**src/pkg/aom_defines.svh**
```systemverilog
/*
  Offsets, field positions, reset values and timing counts for the
  auxiliary output mixer control block. Assumes APB with word addressing.
*/
`ifndef AOM_DEFINES_SVH
`define AOM_DEFINES_SVH
// ================================================
// Register indices (byte address is index times four)
`define AOM_IDX_PWR2 10'h009
`define AOM_IDX_AUXL 10'h05C
`define AOM_IDX_AUXR 10'h05D
`define AOM_IDX_AIF 10'h07E
`define AOM_IDX_STAT 10'h07F
// ================================================
// Field positions
`define AOM_PWR_A_EN 4
`define AOM_PWR_B_EN 5
`define AOM_MIX_EN 15
`define AOM_L_DAC 11
`define AOM_L_MIXIN 8
`define AOM_L_BMIX 3
`define AOM_L_MIXOUT 0
`define AOM_R_DACR 12
`define AOM_R_DACL 11
`define AOM_R_ATT 10
`define AOM_R_MIXIN 9
`define AOM_R_MIXOUTR 1
`define AOM_R_MIXOUTL 0
`define AOM_AIF_DAC_MST 0
`define AOM_AIF_ADC_MST 1
`define AOM_AIF_SPLIT 2
`define AOM_AIF_GPIO8 3
// ================================================
// Reset values
`define AOM_RST_A_SRC 4'h0
`define AOM_RST_B_SRC 5'h00
`define AOM_RST_AIF 4'h0
// ================================================
// Timing: clock 25 MHz, bit clock half period in pclk cycles
`define AOM_PCLK_MHZ 25
`define AOM_BCLK_MHZ_X8 25
`define AOM_BCLK_HALF (`AOM_PCLK_MHZ * 4 / `AOM_BCLK_MHZ_X8)
`define AOM_SLOT_BITS 16
`endif

```
**src/pkg/aom_pkg.sv**
```systemverilog
/*
  Types of the auxiliary output mixer control block.
  Assumes aom_defines.svh is included before use.
*/
package aom_pkg;
  typedef struct packed {
    logic pready;
    logic [31:0] prdata;
    logic pslverr;
    logic [3:0] a_src;
    logic a_en;
    logic [4:0] b_src;
    logic b_att;
    logic b_en;
    logic [3:0] aif;
    logic [2:0] div;
    logic gen_bc;
    logic gen_lr;
    logic [3:0] gen_bits;
    logic dac_bc_q;
    logic dac_lr_q;
    logic adc_bc_q;
    logic adc_lr_q;
    logic [15:0] tx_sh;
    logic rec_out;
    logic [15:0] rx_sh;
    logic [4:0] rx_cnt;
    logic [15:0] play_data;
    logic play_valid;
    logic play_right;
    logic clk_oe;
    logic g5_oe;
    logic g6_oe;
    logic g8_oe;
  } aom_state_type;
endpackage : aom_pkg

```
**src/rtl/aom_top.sv**
```systemverilog
/*
  Auxiliary output mixer control registers on APB, plus the audio serial
  port clocking and a record FIFO feeding the serial data output.
  Assumes pins are synchronous to pclk and the host keeps reserved bits 0.
*/
// Implementation choice: the APB register port.
`timescale 1ns/100ps
`include "aom_defines.svh"

// ================================================
// Record sample FIFO
module aom_fifo #(
  parameter int W = 16,
  parameter int DEPTH = 32
) (
  input wire logic pclk,
  input wire logic presetn,
  input wire logic [W-1:0] in_data,
  input wire logic in_valid,
  output logic in_ready,
  output logic [W-1:0] out_data,
  output logic out_valid,
  input wire logic out_ready,
  output logic [$clog2(DEPTH):0] level
);
  localparam int AW = $clog2(DEPTH);
  typedef struct packed {
    logic [DEPTH-1:0][W-1:0] mem;
    logic [AW-1:0] wp;
    logic [AW-1:0] rp;
    logic [AW:0] cnt;
    logic rdy;
  } aom_fifo_type;
  aom_fifo_type f_r;
  aom_fifo_type f_nxt;
  logic push;
  logic pop;

  always_comb begin
    f_nxt = f_r;
    push = in_valid && f_r.rdy;
    pop = out_ready && (f_r.cnt != '0);
    if (push) begin
      f_nxt.mem[f_r.wp] = in_data;
      f_nxt.wp = f_r.wp + 1'b1;
    end
    if (pop) begin
      f_nxt.rp = f_r.rp + 1'b1;
    end
    f_nxt.cnt = f_r.cnt + (AW+1)'(push) - (AW+1)'(pop);
    // Registered so the source sees an honest full flag from a flop
    f_nxt.rdy = f_nxt.cnt != (AW+1)'(DEPTH);
  end

  always_ff @(posedge pclk or negedge presetn) begin
    if (!presetn) begin
      f_r <= '0;
    end else begin
      f_r <= f_nxt;
    end
  end

  assign in_ready = f_r.rdy;
  assign out_data = f_r.mem[f_r.rp];
  assign out_valid = f_r.cnt != '0;
  assign level = f_r.cnt;
endmodule : aom_fifo

// How it works
// - Left mixer has four source enable bits
// - Aux A enable aliased in power register
// - Right mixer has five source enable bits
// - Bit 10 halves the aux B level
// - Right mixer bit 2 unsupported, reads 0
// - Aux B enable aliased in power register
// - All mixer bits reset to zero
// - Serial port independent, four dedicated pins
// - Master drives clocks, slave receives them
// - Record clocks on gpio5 and gpio6/8
module aom_top import aom_pkg::*; (
  input wire logic pclk,
  input wire logic presetn,
  input wire logic psel,
  input wire logic penable,
  input wire logic pwrite,
  input wire logic [11:0] paddr,
  input wire logic [31:0] pwdata,
  input wire logic [3:0] pstrb,
  output logic pready,
  output logic [31:0] prdata,
  output logic pslverr,
  output logic [3:0] aux_a_sources,
  output logic aux_a_enable,
  output logic [4:0] aux_b_sources,
  output logic aux_b_half_level,
  output logic aux_b_enable,
  input wire logic [15:0] rec_data,
  input wire logic rec_valid,
  output logic rec_ready,
  output logic record_serial_out,
  input wire logic playback_serial_in,
  output logic [15:0] play_data,
  output logic play_valid,
  output logic play_right,
  input wire logic word_clock_i,
  output logic word_clock_o,
  output logic word_clock_oe,
  input wire logic bit_clock_i,
  output logic bit_clock_o,
  output logic bit_clock_oe,
  input wire logic gpio5_i,
  output logic gpio5_o,
  output logic gpio5_oe,
  input wire logic gpio6_i,
  output logic gpio6_o,
  output logic gpio6_oe,
  input wire logic gpio8_i,
  output logic gpio8_o,
  output logic gpio8_oe
);
  aom_state_type st_r;
  aom_state_type st_nxt;
  logic [15:0] fifo_data;
  logic fifo_valid;
  logic fifo_take;
  logic [5:0] fifo_level;
  logic [9:0] idx;
  logic aligned;
  logic wr_go;
  logic [15:0] wv;
  logic dac_bc, dac_lr, adc_bc, adc_lr;

  assign idx = paddr[11:2];
  assign aligned = paddr[1:0] == 2'b00;
  assign wr_go = psel && penable && pwrite && st_r.pready;

  // ================================================
  // Clock source selection per side
  always_comb begin
    dac_bc = st_r.aif[`AOM_AIF_DAC_MST] ? st_r.gen_bc : bit_clock_i;
    dac_lr = st_r.aif[`AOM_AIF_DAC_MST] ? st_r.gen_lr : word_clock_i;
    adc_bc = dac_bc;
    adc_lr = dac_lr;
    if (st_r.aif[`AOM_AIF_SPLIT]) begin
      adc_lr = st_r.aif[`AOM_AIF_ADC_MST] ? st_r.gen_lr : gpio5_i;
      adc_bc = st_r.aif[`AOM_AIF_ADC_MST] ? st_r.gen_bc :
               (st_r.aif[`AOM_AIF_GPIO8] ? gpio8_i : gpio6_i);
    end
  end

  aom_fifo #(.W(16), .DEPTH(32)) u_fifo (
    .pclk(pclk),
    .presetn(presetn),
    .in_data(rec_data),
    .in_valid(rec_valid),
    .in_ready(rec_ready),
    .out_data(fifo_data),
    .out_valid(fifo_valid),
    .out_ready(fifo_take),
    .level(fifo_level)
  );

  // ================================================
  // Next state
  always_comb begin
    st_nxt = st_r;
    fifo_take = 1'b0;
    // Byte lanes not strobed keep the value read during setup
    wv = {pstrb[1] ? pwdata[15:8] : st_r.prdata[15:8],
          pstrb[0] ? pwdata[7:0] : st_r.prdata[7:0]};

    // APB: decode at setup, answer in the first access cycle
    st_nxt.pready = psel && !penable;
    st_nxt.pslverr = 1'b0;
    if (psel && !penable) begin
      st_nxt.prdata = 32'h0000_0000;
      st_nxt.pslverr = !aligned;
      if (aligned) begin
        unique case (idx)
          `AOM_IDX_PWR2: begin
            st_nxt.prdata[`AOM_PWR_A_EN] = st_r.a_en;
            st_nxt.prdata[`AOM_PWR_B_EN] = st_r.b_en;
          end
          `AOM_IDX_AUXL: begin
            st_nxt.prdata[`AOM_MIX_EN] = st_r.a_en;
            st_nxt.prdata[`AOM_L_DAC] = st_r.a_src[3];
            st_nxt.prdata[`AOM_L_MIXIN] = st_r.a_src[2];
            st_nxt.prdata[`AOM_L_BMIX] = st_r.a_src[1];
            st_nxt.prdata[`AOM_L_MIXOUT] = st_r.a_src[0];
          end
          `AOM_IDX_AUXR: begin
            // Bit 2 stays zero: that path does nothing
            st_nxt.prdata[`AOM_MIX_EN] = st_r.b_en;
            st_nxt.prdata[`AOM_R_DACR] = st_r.b_src[4];
            st_nxt.prdata[`AOM_R_DACL] = st_r.b_src[3];
            st_nxt.prdata[`AOM_R_ATT] = st_r.b_att;
            st_nxt.prdata[`AOM_R_MIXIN] = st_r.b_src[2];
            st_nxt.prdata[`AOM_R_MIXOUTR] = st_r.b_src[1];
            st_nxt.prdata[`AOM_R_MIXOUTL] = st_r.b_src[0];
          end
          `AOM_IDX_AIF: st_nxt.prdata[3:0] = st_r.aif;
          `AOM_IDX_STAT: st_nxt.prdata[5:0] = fifo_level;
          default: st_nxt.pslverr = 1'b1;
        endcase
      end
    end

    if (wr_go && aligned) begin
      if (idx == `AOM_IDX_PWR2) begin
        st_nxt.a_en = wv[`AOM_PWR_A_EN];
        st_nxt.b_en = wv[`AOM_PWR_B_EN];
      end
      if (idx == `AOM_IDX_AUXL) begin
        st_nxt.a_en = wv[`AOM_MIX_EN];
        st_nxt.a_src = {wv[`AOM_L_DAC], wv[`AOM_L_MIXIN],
                        wv[`AOM_L_BMIX], wv[`AOM_L_MIXOUT]};
      end
      if (idx == `AOM_IDX_AUXR) begin
        st_nxt.b_en = wv[`AOM_MIX_EN];
        st_nxt.b_att = wv[`AOM_R_ATT];
        st_nxt.b_src = {wv[`AOM_R_DACR], wv[`AOM_R_DACL], wv[`AOM_R_MIXIN],
                        wv[`AOM_R_MIXOUTR], wv[`AOM_R_MIXOUTL]};
      end
      if (idx == `AOM_IDX_AIF) begin
        st_nxt.aif = wv[3:0];
      end
    end

    // ================================================
    // Master clock generator: word clock turns on a falling bit clock
    if (st_r.div == 3'(`AOM_BCLK_HALF - 1)) begin
      st_nxt.div = 3'h0;
      st_nxt.gen_bc = !st_r.gen_bc;
      if (st_r.gen_bc) begin
        st_nxt.gen_bits = st_r.gen_bits + 4'h1;
        if (st_r.gen_bits == 4'(`AOM_SLOT_BITS - 1)) begin
          st_nxt.gen_lr = !st_r.gen_lr;
        end
      end
    end else begin
      st_nxt.div = st_r.div + 3'h1;
    end

    // Pin drivers follow the master bits one cycle late
    st_nxt.clk_oe = st_r.aif[`AOM_AIF_DAC_MST];
    st_nxt.g5_oe = st_r.aif[`AOM_AIF_SPLIT] && st_r.aif[`AOM_AIF_ADC_MST];
    st_nxt.g6_oe = st_nxt.g5_oe && !st_r.aif[`AOM_AIF_GPIO8];
    st_nxt.g8_oe = st_nxt.g5_oe && st_r.aif[`AOM_AIF_GPIO8];

    st_nxt.dac_bc_q = dac_bc;
    st_nxt.dac_lr_q = dac_lr;
    st_nxt.adc_bc_q = adc_bc;
    st_nxt.adc_lr_q = adc_lr;

    // ================================================
    // Record path: MSB first, loaded at each word clock edge
    if (adc_lr != st_r.adc_lr_q) begin
      // An empty FIFO sends a silent word rather than stalling the frame
      fifo_take = fifo_valid;
      st_nxt.tx_sh = fifo_valid ? fifo_data : 16'h0000;
      st_nxt.rec_out = fifo_valid && fifo_data[15];
    end else if (st_r.adc_bc_q && !adc_bc) begin
      st_nxt.tx_sh = {st_r.tx_sh[14:0], 1'b0};
      st_nxt.rec_out = st_r.tx_sh[14];
    end

    // Playback path: bits taken on rising bit clock
    st_nxt.play_valid = 1'b0;
    if (dac_lr != st_r.dac_lr_q) begin
      st_nxt.rx_cnt = 5'h00;
    end else if (!st_r.dac_bc_q && dac_bc && st_r.rx_cnt != 5'(`AOM_SLOT_BITS)) begin
      st_nxt.rx_sh = {st_r.rx_sh[14:0], playback_serial_in};
      st_nxt.rx_cnt = st_r.rx_cnt + 5'h01;
      if (st_r.rx_cnt == 5'(`AOM_SLOT_BITS - 1)) begin
        st_nxt.play_data = st_nxt.rx_sh;
        st_nxt.play_valid = 1'b1;
        st_nxt.play_right = dac_lr;
      end
    end
  end

  always_ff @(posedge pclk or negedge presetn) begin
    if (!presetn) begin
      st_r <= '0;
    end else begin
      st_r <= st_nxt;
    end
  end

  // ================================================
  // Outputs
  assign pready = st_r.pready;
  assign prdata = st_r.prdata;
  assign pslverr = st_r.pslverr;
  assign aux_a_sources = st_r.a_src;
  assign aux_a_enable = st_r.a_en;
  assign aux_b_sources = st_r.b_src;
  assign aux_b_half_level = st_r.b_att;
  assign aux_b_enable = st_r.b_en;
  assign record_serial_out = st_r.rec_out;
  assign play_data = st_r.play_data;
  assign play_valid = st_r.play_valid;
  assign play_right = st_r.play_right;
  assign word_clock_o = st_r.gen_lr;
  assign word_clock_oe = st_r.clk_oe;
  assign bit_clock_o = st_r.gen_bc;
  assign bit_clock_oe = st_r.clk_oe;
  assign gpio5_o = st_r.gen_lr;
  assign gpio5_oe = st_r.g5_oe;
  assign gpio6_o = st_r.gen_bc;
  assign gpio6_oe = st_r.g6_oe;
  assign gpio8_o = st_r.gen_bc;
  assign gpio8_oe = st_r.g8_oe;
endmodule : aom_top

```
**config.mk**
```make
export PLATFORM = sky130hd
export DESIGN_NAME = aom_top
export DESIGN_NICKNAME = d
export VERILOG_FILES = /design/src/pkg/aom_pkg.sv /design/src/rtl/aom_top.sv
export VERILOG_INCLUDE_DIRS = /design/src /design/src/pkg
export SDC_FILE = /design/constraint.sdc
export NUM_CORES = 1
export LEC_CHECK = 0
export BUFFER_PORTS_ARGS = -buffer_cell sky130_fd_sc_hd__buf_2
export CORE_ASPECT_RATIO = 0.7
export CORE_MARGIN = 5
export CORE_UTILIZATION = 40
export DETAILED_ROUTE_END_ITERATION = 10
export PLACE_DENSITY = 0.61
export SYNTH_ARGS = -nofsm -noshare
export SYNTH_HDL_FRONTEND = slang
export SYNTH_SLANG_ARGS = --single-unit
```
**constraint.sdc**
```tcl
create_clock -name pclk -period 4 [get_ports pclk]
set_input_delay 1 -clock pclk [delete_from_list [all_inputs] [get_ports pclk]]
set_output_delay 1 -clock pclk [all_outputs]
set_load 0.01 [all_outputs]
```
==> summary.txt <==
===============================================================================================
Number of buffers inserted by hold repair at cts .................................            0
Final routed DRC violation total .................................................            0
Pwr/cell area .................................................................... 755.2 mW/mm^2
Overall die width ................................................................     332.8 um
Final standard cell count with taps included and fillers excluded ................        3,112
Worst setup path start ...........................................................     st_r[75]
Time the final worst path needs with I/O delays and setup ........................     3.301 ns
Ratio of final minimum period to clock period ....................................       0.8253
Number of antenna violations at the first check in global routing ................            1
Combinational share of power .....................................................        0.335
Sequential element share of the synthesized area .................................       0.5402
Maximum clock skew at final layout ...............................................   0.03110 ns
Average instance area after synthesis ............................................  14.19 sq um
Clock Tree Root .................................................................. sky130_fd_sc_hd__clkbuf_16
# Post-CTS Setup Buffers .........................................................            0
Via count of the first global-routing pass .......................................       18.17k
Register-to-register path setup slack ............................................      0.70 ns
Count of antenna-violating nets left after detailed routing ......................            0
WL final .........................................................................     72.28 mm
HPWL Detailed ....................................................................     46.65 mm
Maximum number of pins on one net before global-route repair .....................           90
Final Power ......................................................................    0.02452 W
TritonCTS clock tree .............................................................         done
FF-to-FF End ..................................................................... u_fifo.in_ready
Y dimension of the die ...........................................................     236.0 um
Biggest fanout along the worst timing path .......................................           12
Worst setup path category ........................................................ register to register
Share of cells above drive strength 1 ............................................       0.4328
Element type at the critical path end ............................................     register
Number of standard cells after synthesis .........................................        2,056
Final global-route overflow total ................................................            0
Count of filler cells inserted in the layout .....................................        6,349
FF-to-FF Start ...................................................................     st_r[75]
Hold Path Class .................................................................. input pin to asynchronous set/reset pin
Wire length of the first global-routing pass .....................................     112.5 mm
Most instantiated flip-flop cell in the synthesis netlist ........................ sky130_fd_sc_hd__dfrtp_1
Wire length per cell after detailed routing ......................................     23.23 um
GRT Total Usage ..................................................................       0.1824
Area of the die .................................................................. 0.07854 sq mm
Number of levels the H-tree was split into .......................................            2
Post-Place Cells .................................................................        2,999
Standard cell core area .......................................................... 0.07192 sq mm
Source-to-sink clock delay at the later pin of the worst-skew pair ...............      0.65 ns
Sw frac ..........................................................................       0.3213
Detailed-router iteration count before antenna repair ............................            5
Setup repair after global routing missed its margin ..............................           no
Routability-driven placement congestion ratio ....................................       0.8237
Maximum number of buffers from clock root to sink ................................            3
Fmax .............................................................................    302.9 MHz
Clock network fraction of total power ............................................        0.242
Post-cts resize count ............................................................            0
Worst setup path endpoint ........................................................ u_fifo.in_ready
Required time of the worst setup path ............................................      4.50 ns
Worst hold margin ................................................................    0.3963 ns
Actual slew at the worst max-slew pin ............................................     1.231 ns
Site row count ...................................................................           82
Sequential group share of total power ............................................        0.423
Layout Nets ......................................................................        2,190
Total negative setup slack .......................................................         0 ns
Multi-input gate area in the final layout ........................................ 0.01211 sq mm
Setup violators final ............................................................            0
Net switching component of the power .............................................   0.007876 W
Count of input and output buffers ................................................          109
Critical path launch point type ..................................................     register
Number of warning messages in the yosys log ......................................            0
Worst slew margin ................................................................       0.1582
Internal cell power ..............................................................    0.01664 W
Share of flip-flops with an asynchronous set or reset ............................        1.000
Total via count in the routed design .............................................       17.18k
WP data arrival ..................................................................      3.80 ns
Number of distinct standard cells referenced by the synthesized netlist ..........           67
Placed standard-cell area ........................................................ 0.03038 sq mm
Maxcap violations ................................................................            0
Top Ports ........................................................................          152
Clock buffers created by TritonCTS ...............................................           60
Synthesized flop and latch total .................................................          630
P&R area growth vs syn ...........................................................       11.24%
Clock input transition at the sequential cells of the worst setup and hold paths .      0.06 ns
Post-Synthesis Cell Area ......................................................... 0.02918 sq mm
Initial Utilization ..............................................................       0.4057
Sequential cell area ............................................................. 0.01577 sq mm
Leakage power ....................................................................     15.12 nW
Vias per cell ....................................................................        5.520
Largest vdd supply drop ..........................................................    0.3882 mV
Hold Fails Final Rpt .............................................................            0
Run status ....................................................................... finished, final reports clean
Summed area of non-filler cells in the final layout .............................. 0.03246 sq mm
Number of DRC violations after detailed-routing iteration 0 ......................        1,201
Slew Viols, Final ................................................................            0
Count of flip-flops with a built-in enable after synthesis .......................            0
R2R depth ........................................................................           12
Clk sinks ........................................................................          630
===============================================================================================
## synth_stat cells, types with 3 or more instances
cell	instances	area, sq um
sky130_fd_sc_hd__nand4_1	9	56.30
sky130_fd_sc_hd__buf_8	3	45.04
sky130_fd_sc_hd__buf_1	4	15.01
sky130_fd_sc_hd__nand3_1	10	50.05
sky130_fd_sc_hd__clkbuf_1	86	322.8
sky130_fd_sc_hd__buf_2	44	220.2
sky130_fd_sc_hd__nor2_2	4	25.02
sky130_fd_sc_hd__a211oi_1	11	82.58
sky130_fd_sc_hd__mux4_2	80	1802
sky130_fd_sc_hd__mux2i_1	132	1321
sky130_fd_sc_hd__xnor2_1	12	105.1
sky130_fd_sc_hd__o221ai_1	16	140.1
sky130_fd_sc_hd__nand3b_1	6	45.04
sky130_fd_sc_hd__nand2b_1	3	18.77
sky130_fd_sc_hd__buf_6	13	146.4
sky130_fd_sc_hd__nor3_1	7	35.03
sky130_fd_sc_hd__a221oi_1	16	140.1
sky130_fd_sc_hd__nor2b_1	5	31.28
sky130_fd_sc_hd__nor2_1	28	105.1
sky130_fd_sc_hd__a21oi_1	44	220.2
sky130_fd_sc_hd__o2bb2ai_1	8	70.07
sky130_fd_sc_hd__mux2_2	549	6182
sky130_fd_sc_hd__and3_1	7	43.79
sky130_fd_sc_hd__o21ai_0	49	245.2
sky130_fd_sc_hd__dfrtp_1	630	15770
sky130_fd_sc_hd__and4_1	3	26.28
sky130_fd_sc_hd__a2111oi_0	6	52.55
sky130_fd_sc_hd__buf_4	70	525.5
sky130_fd_sc_hd__inv_1	26	97.59
sky130_fd_sc_hd__o22ai_1	24	150.1
sky130_fd_sc_hd__nor3b_2	3	37.54
sky130_fd_sc_hd__o31ai_1	3	22.52
sky130_fd_sc_hd__and2_1	3	18.77
sky130_fd_sc_hd__nand2_1	73	274.0
sky130_fd_sc_hd__ha_1	18	225.2
sky130_fd_sc_hd__a21o_1	9	67.56
sky130_fd_sc_hd__xor2_1	6	52.55
## power by group through the flow
stage / combinational (W) / sequential (W) / clock [W]
floorplan: 0.00633 / 0.00977 / 0
global placement: 0.00798 / 0.0103 / 0
detailed placement: 0.00822 / 0.0105 / 0
CTS: 0.00823 / 0.0104 / 0.00609
global route: 0.00884 / 0.0107 / 0.00633
finish: 0.00820 / 0.0104 / 0.00593
## final cells by class
type | count | share of cell area
clock buffer | 89 | 0.05581
timing repair buffer | 178 | 0.03654
sequential | 630 | 0.4859
antenna | 2 | 0.0001542
inverter | 27 | 0.003122
multi-input combinational | 1198 | 0.3732
tap | 966 | 0.03723
clock inverter | 22 | 0.008056
## logic make-up after synthesis
logic type / Yosys count / synth area share
mux: 766 / 0.3214
fa+ha+maj: 19 / 0.008404
compound gates: 201 / 0.04622
xor+xnor: 19 / 0.005960
simple gates: 173 / 0.03044
other cells: 1 / 0.0001285
flops: 630 / 0.5402
buf+inv: 247 / 0.04716
## how the worst min path moves through the flow
stage / from / to / slack (ns) / cells after the start
6_report: presetn / u_fifo.f_r[113] / 0.40 / 1
5_1_grt: presetn / u_fifo.f_r[113] / 0.43 / 1
4_1_cts: presetn / u_fifo.f_r[307] / 0.38 / 1
3_5_place_dp: st_r[70] / st_r[70] / 0.43 / 1
3_3_place_gp: st_r[70] / st_r[70] / 0.42 / 1
2_1_floorplan: st_nxt[3] / bit_clock_oe / 0.37 / 0
## cell usage in the layout (no fill, tap or decap), types with 10 or more instances in the layout
| cell type | n |
|---|---|
| sky130_fd_sc_hd__o22ai_1 | 24 |
| sky130_fd_sc_hd__ha_1 | 18 |
| sky130_fd_sc_hd__nand3_1 | 10 |
| sky130_fd_sc_hd__xnor2_1 | 12 |
| sky130_fd_sc_hd__a211oi_1 | 11 |
| sky130_fd_sc_hd__a21oi_1 | 44 |
| sky130_fd_sc_hd__a221oi_1 | 16 |
| sky130_fd_sc_hd__clkbuf_16 | 61 |
| sky130_fd_sc_hd__conb_1 | 20 |
| sky130_fd_sc_hd__inv_1 | 26 |
| sky130_fd_sc_hd__mux2i_1 | 132 |
| sky130_fd_sc_hd__o21ai_0 | 49 |
| sky130_fd_sc_hd__mux2_2 | 549 |
| sky130_fd_sc_hd__nand2_1 | 73 |
| sky130_fd_sc_hd__buf_2 | 108 |
| sky130_fd_sc_hd__buf_4 | 60 |
| sky130_fd_sc_hd__nor2_1 | 28 |
| sky130_fd_sc_hd__clkbuf_1 | 10 |
| sky130_fd_sc_hd__o221ai_1 | 16 |
| sky130_fd_sc_hd__clkbuf_8 | 18 |
| sky130_fd_sc_hd__mux4_2 | 80 |
| sky130_fd_sc_hd__dfrtp_1 | 628 |
## flip-flops by register name, indices dropped and copies added (netlist names), 4 cells and up
| register | cells |
|---|---|
| u_fifo.f_r | 522 |
| st_r | 49 |
| play_data | 16 |
| prdata | 12 |
| u_fifo.level | 6 |
| aux_b_sources | 5 |
| aux_a_sources | 4 |
## layer usage
metal  global-route usage  wire length (um)  up-vias
met1               0.2807             35620     9236
met2               0.2734             31740      338
li1                     -                 -     7513
met3              0.03110              3762       89
met5                    0                12        -
met4              0.03651              1143        2
## critical path, stage by stage, from the launching register on
cell,delay [ns]
sky130_fd_sc_hd__dfrtp_1,0.56
sky130_fd_sc_hd__mux2_4,0.37
sky130_fd_sc_hd__a2111oi_2,0.44
sky130_fd_sc_hd__o21ai_2,0.11
sky130_fd_sc_hd__inv_1,0.07
sky130_fd_sc_hd__ha_1,0.22
sky130_fd_sc_hd__inv_1,0.07
sky130_fd_sc_hd__ha_1,0.16
sky130_fd_sc_hd__inv_1,0.07
sky130_fd_sc_hd__fa_1,0.51
sky130_fd_sc_hd__inv_1,0.06
sky130_fd_sc_hd__nor4_1,0.42
sky130_fd_sc_hd__nand3b_1,0.12
## metrics by stage
step | setup WS, ns | util
final | 0.6989 | 0.4513
after global placement | 0.4117 | 0.4224
after CTS | 0.7134 | 0.4513
after floorplan | 0.6272 | -
after global routing | 0.5047 | 0.4513
after detailed placement | 0.4080 | 0.4224
No activity file was read; power rests on OpenSTA's default activity.
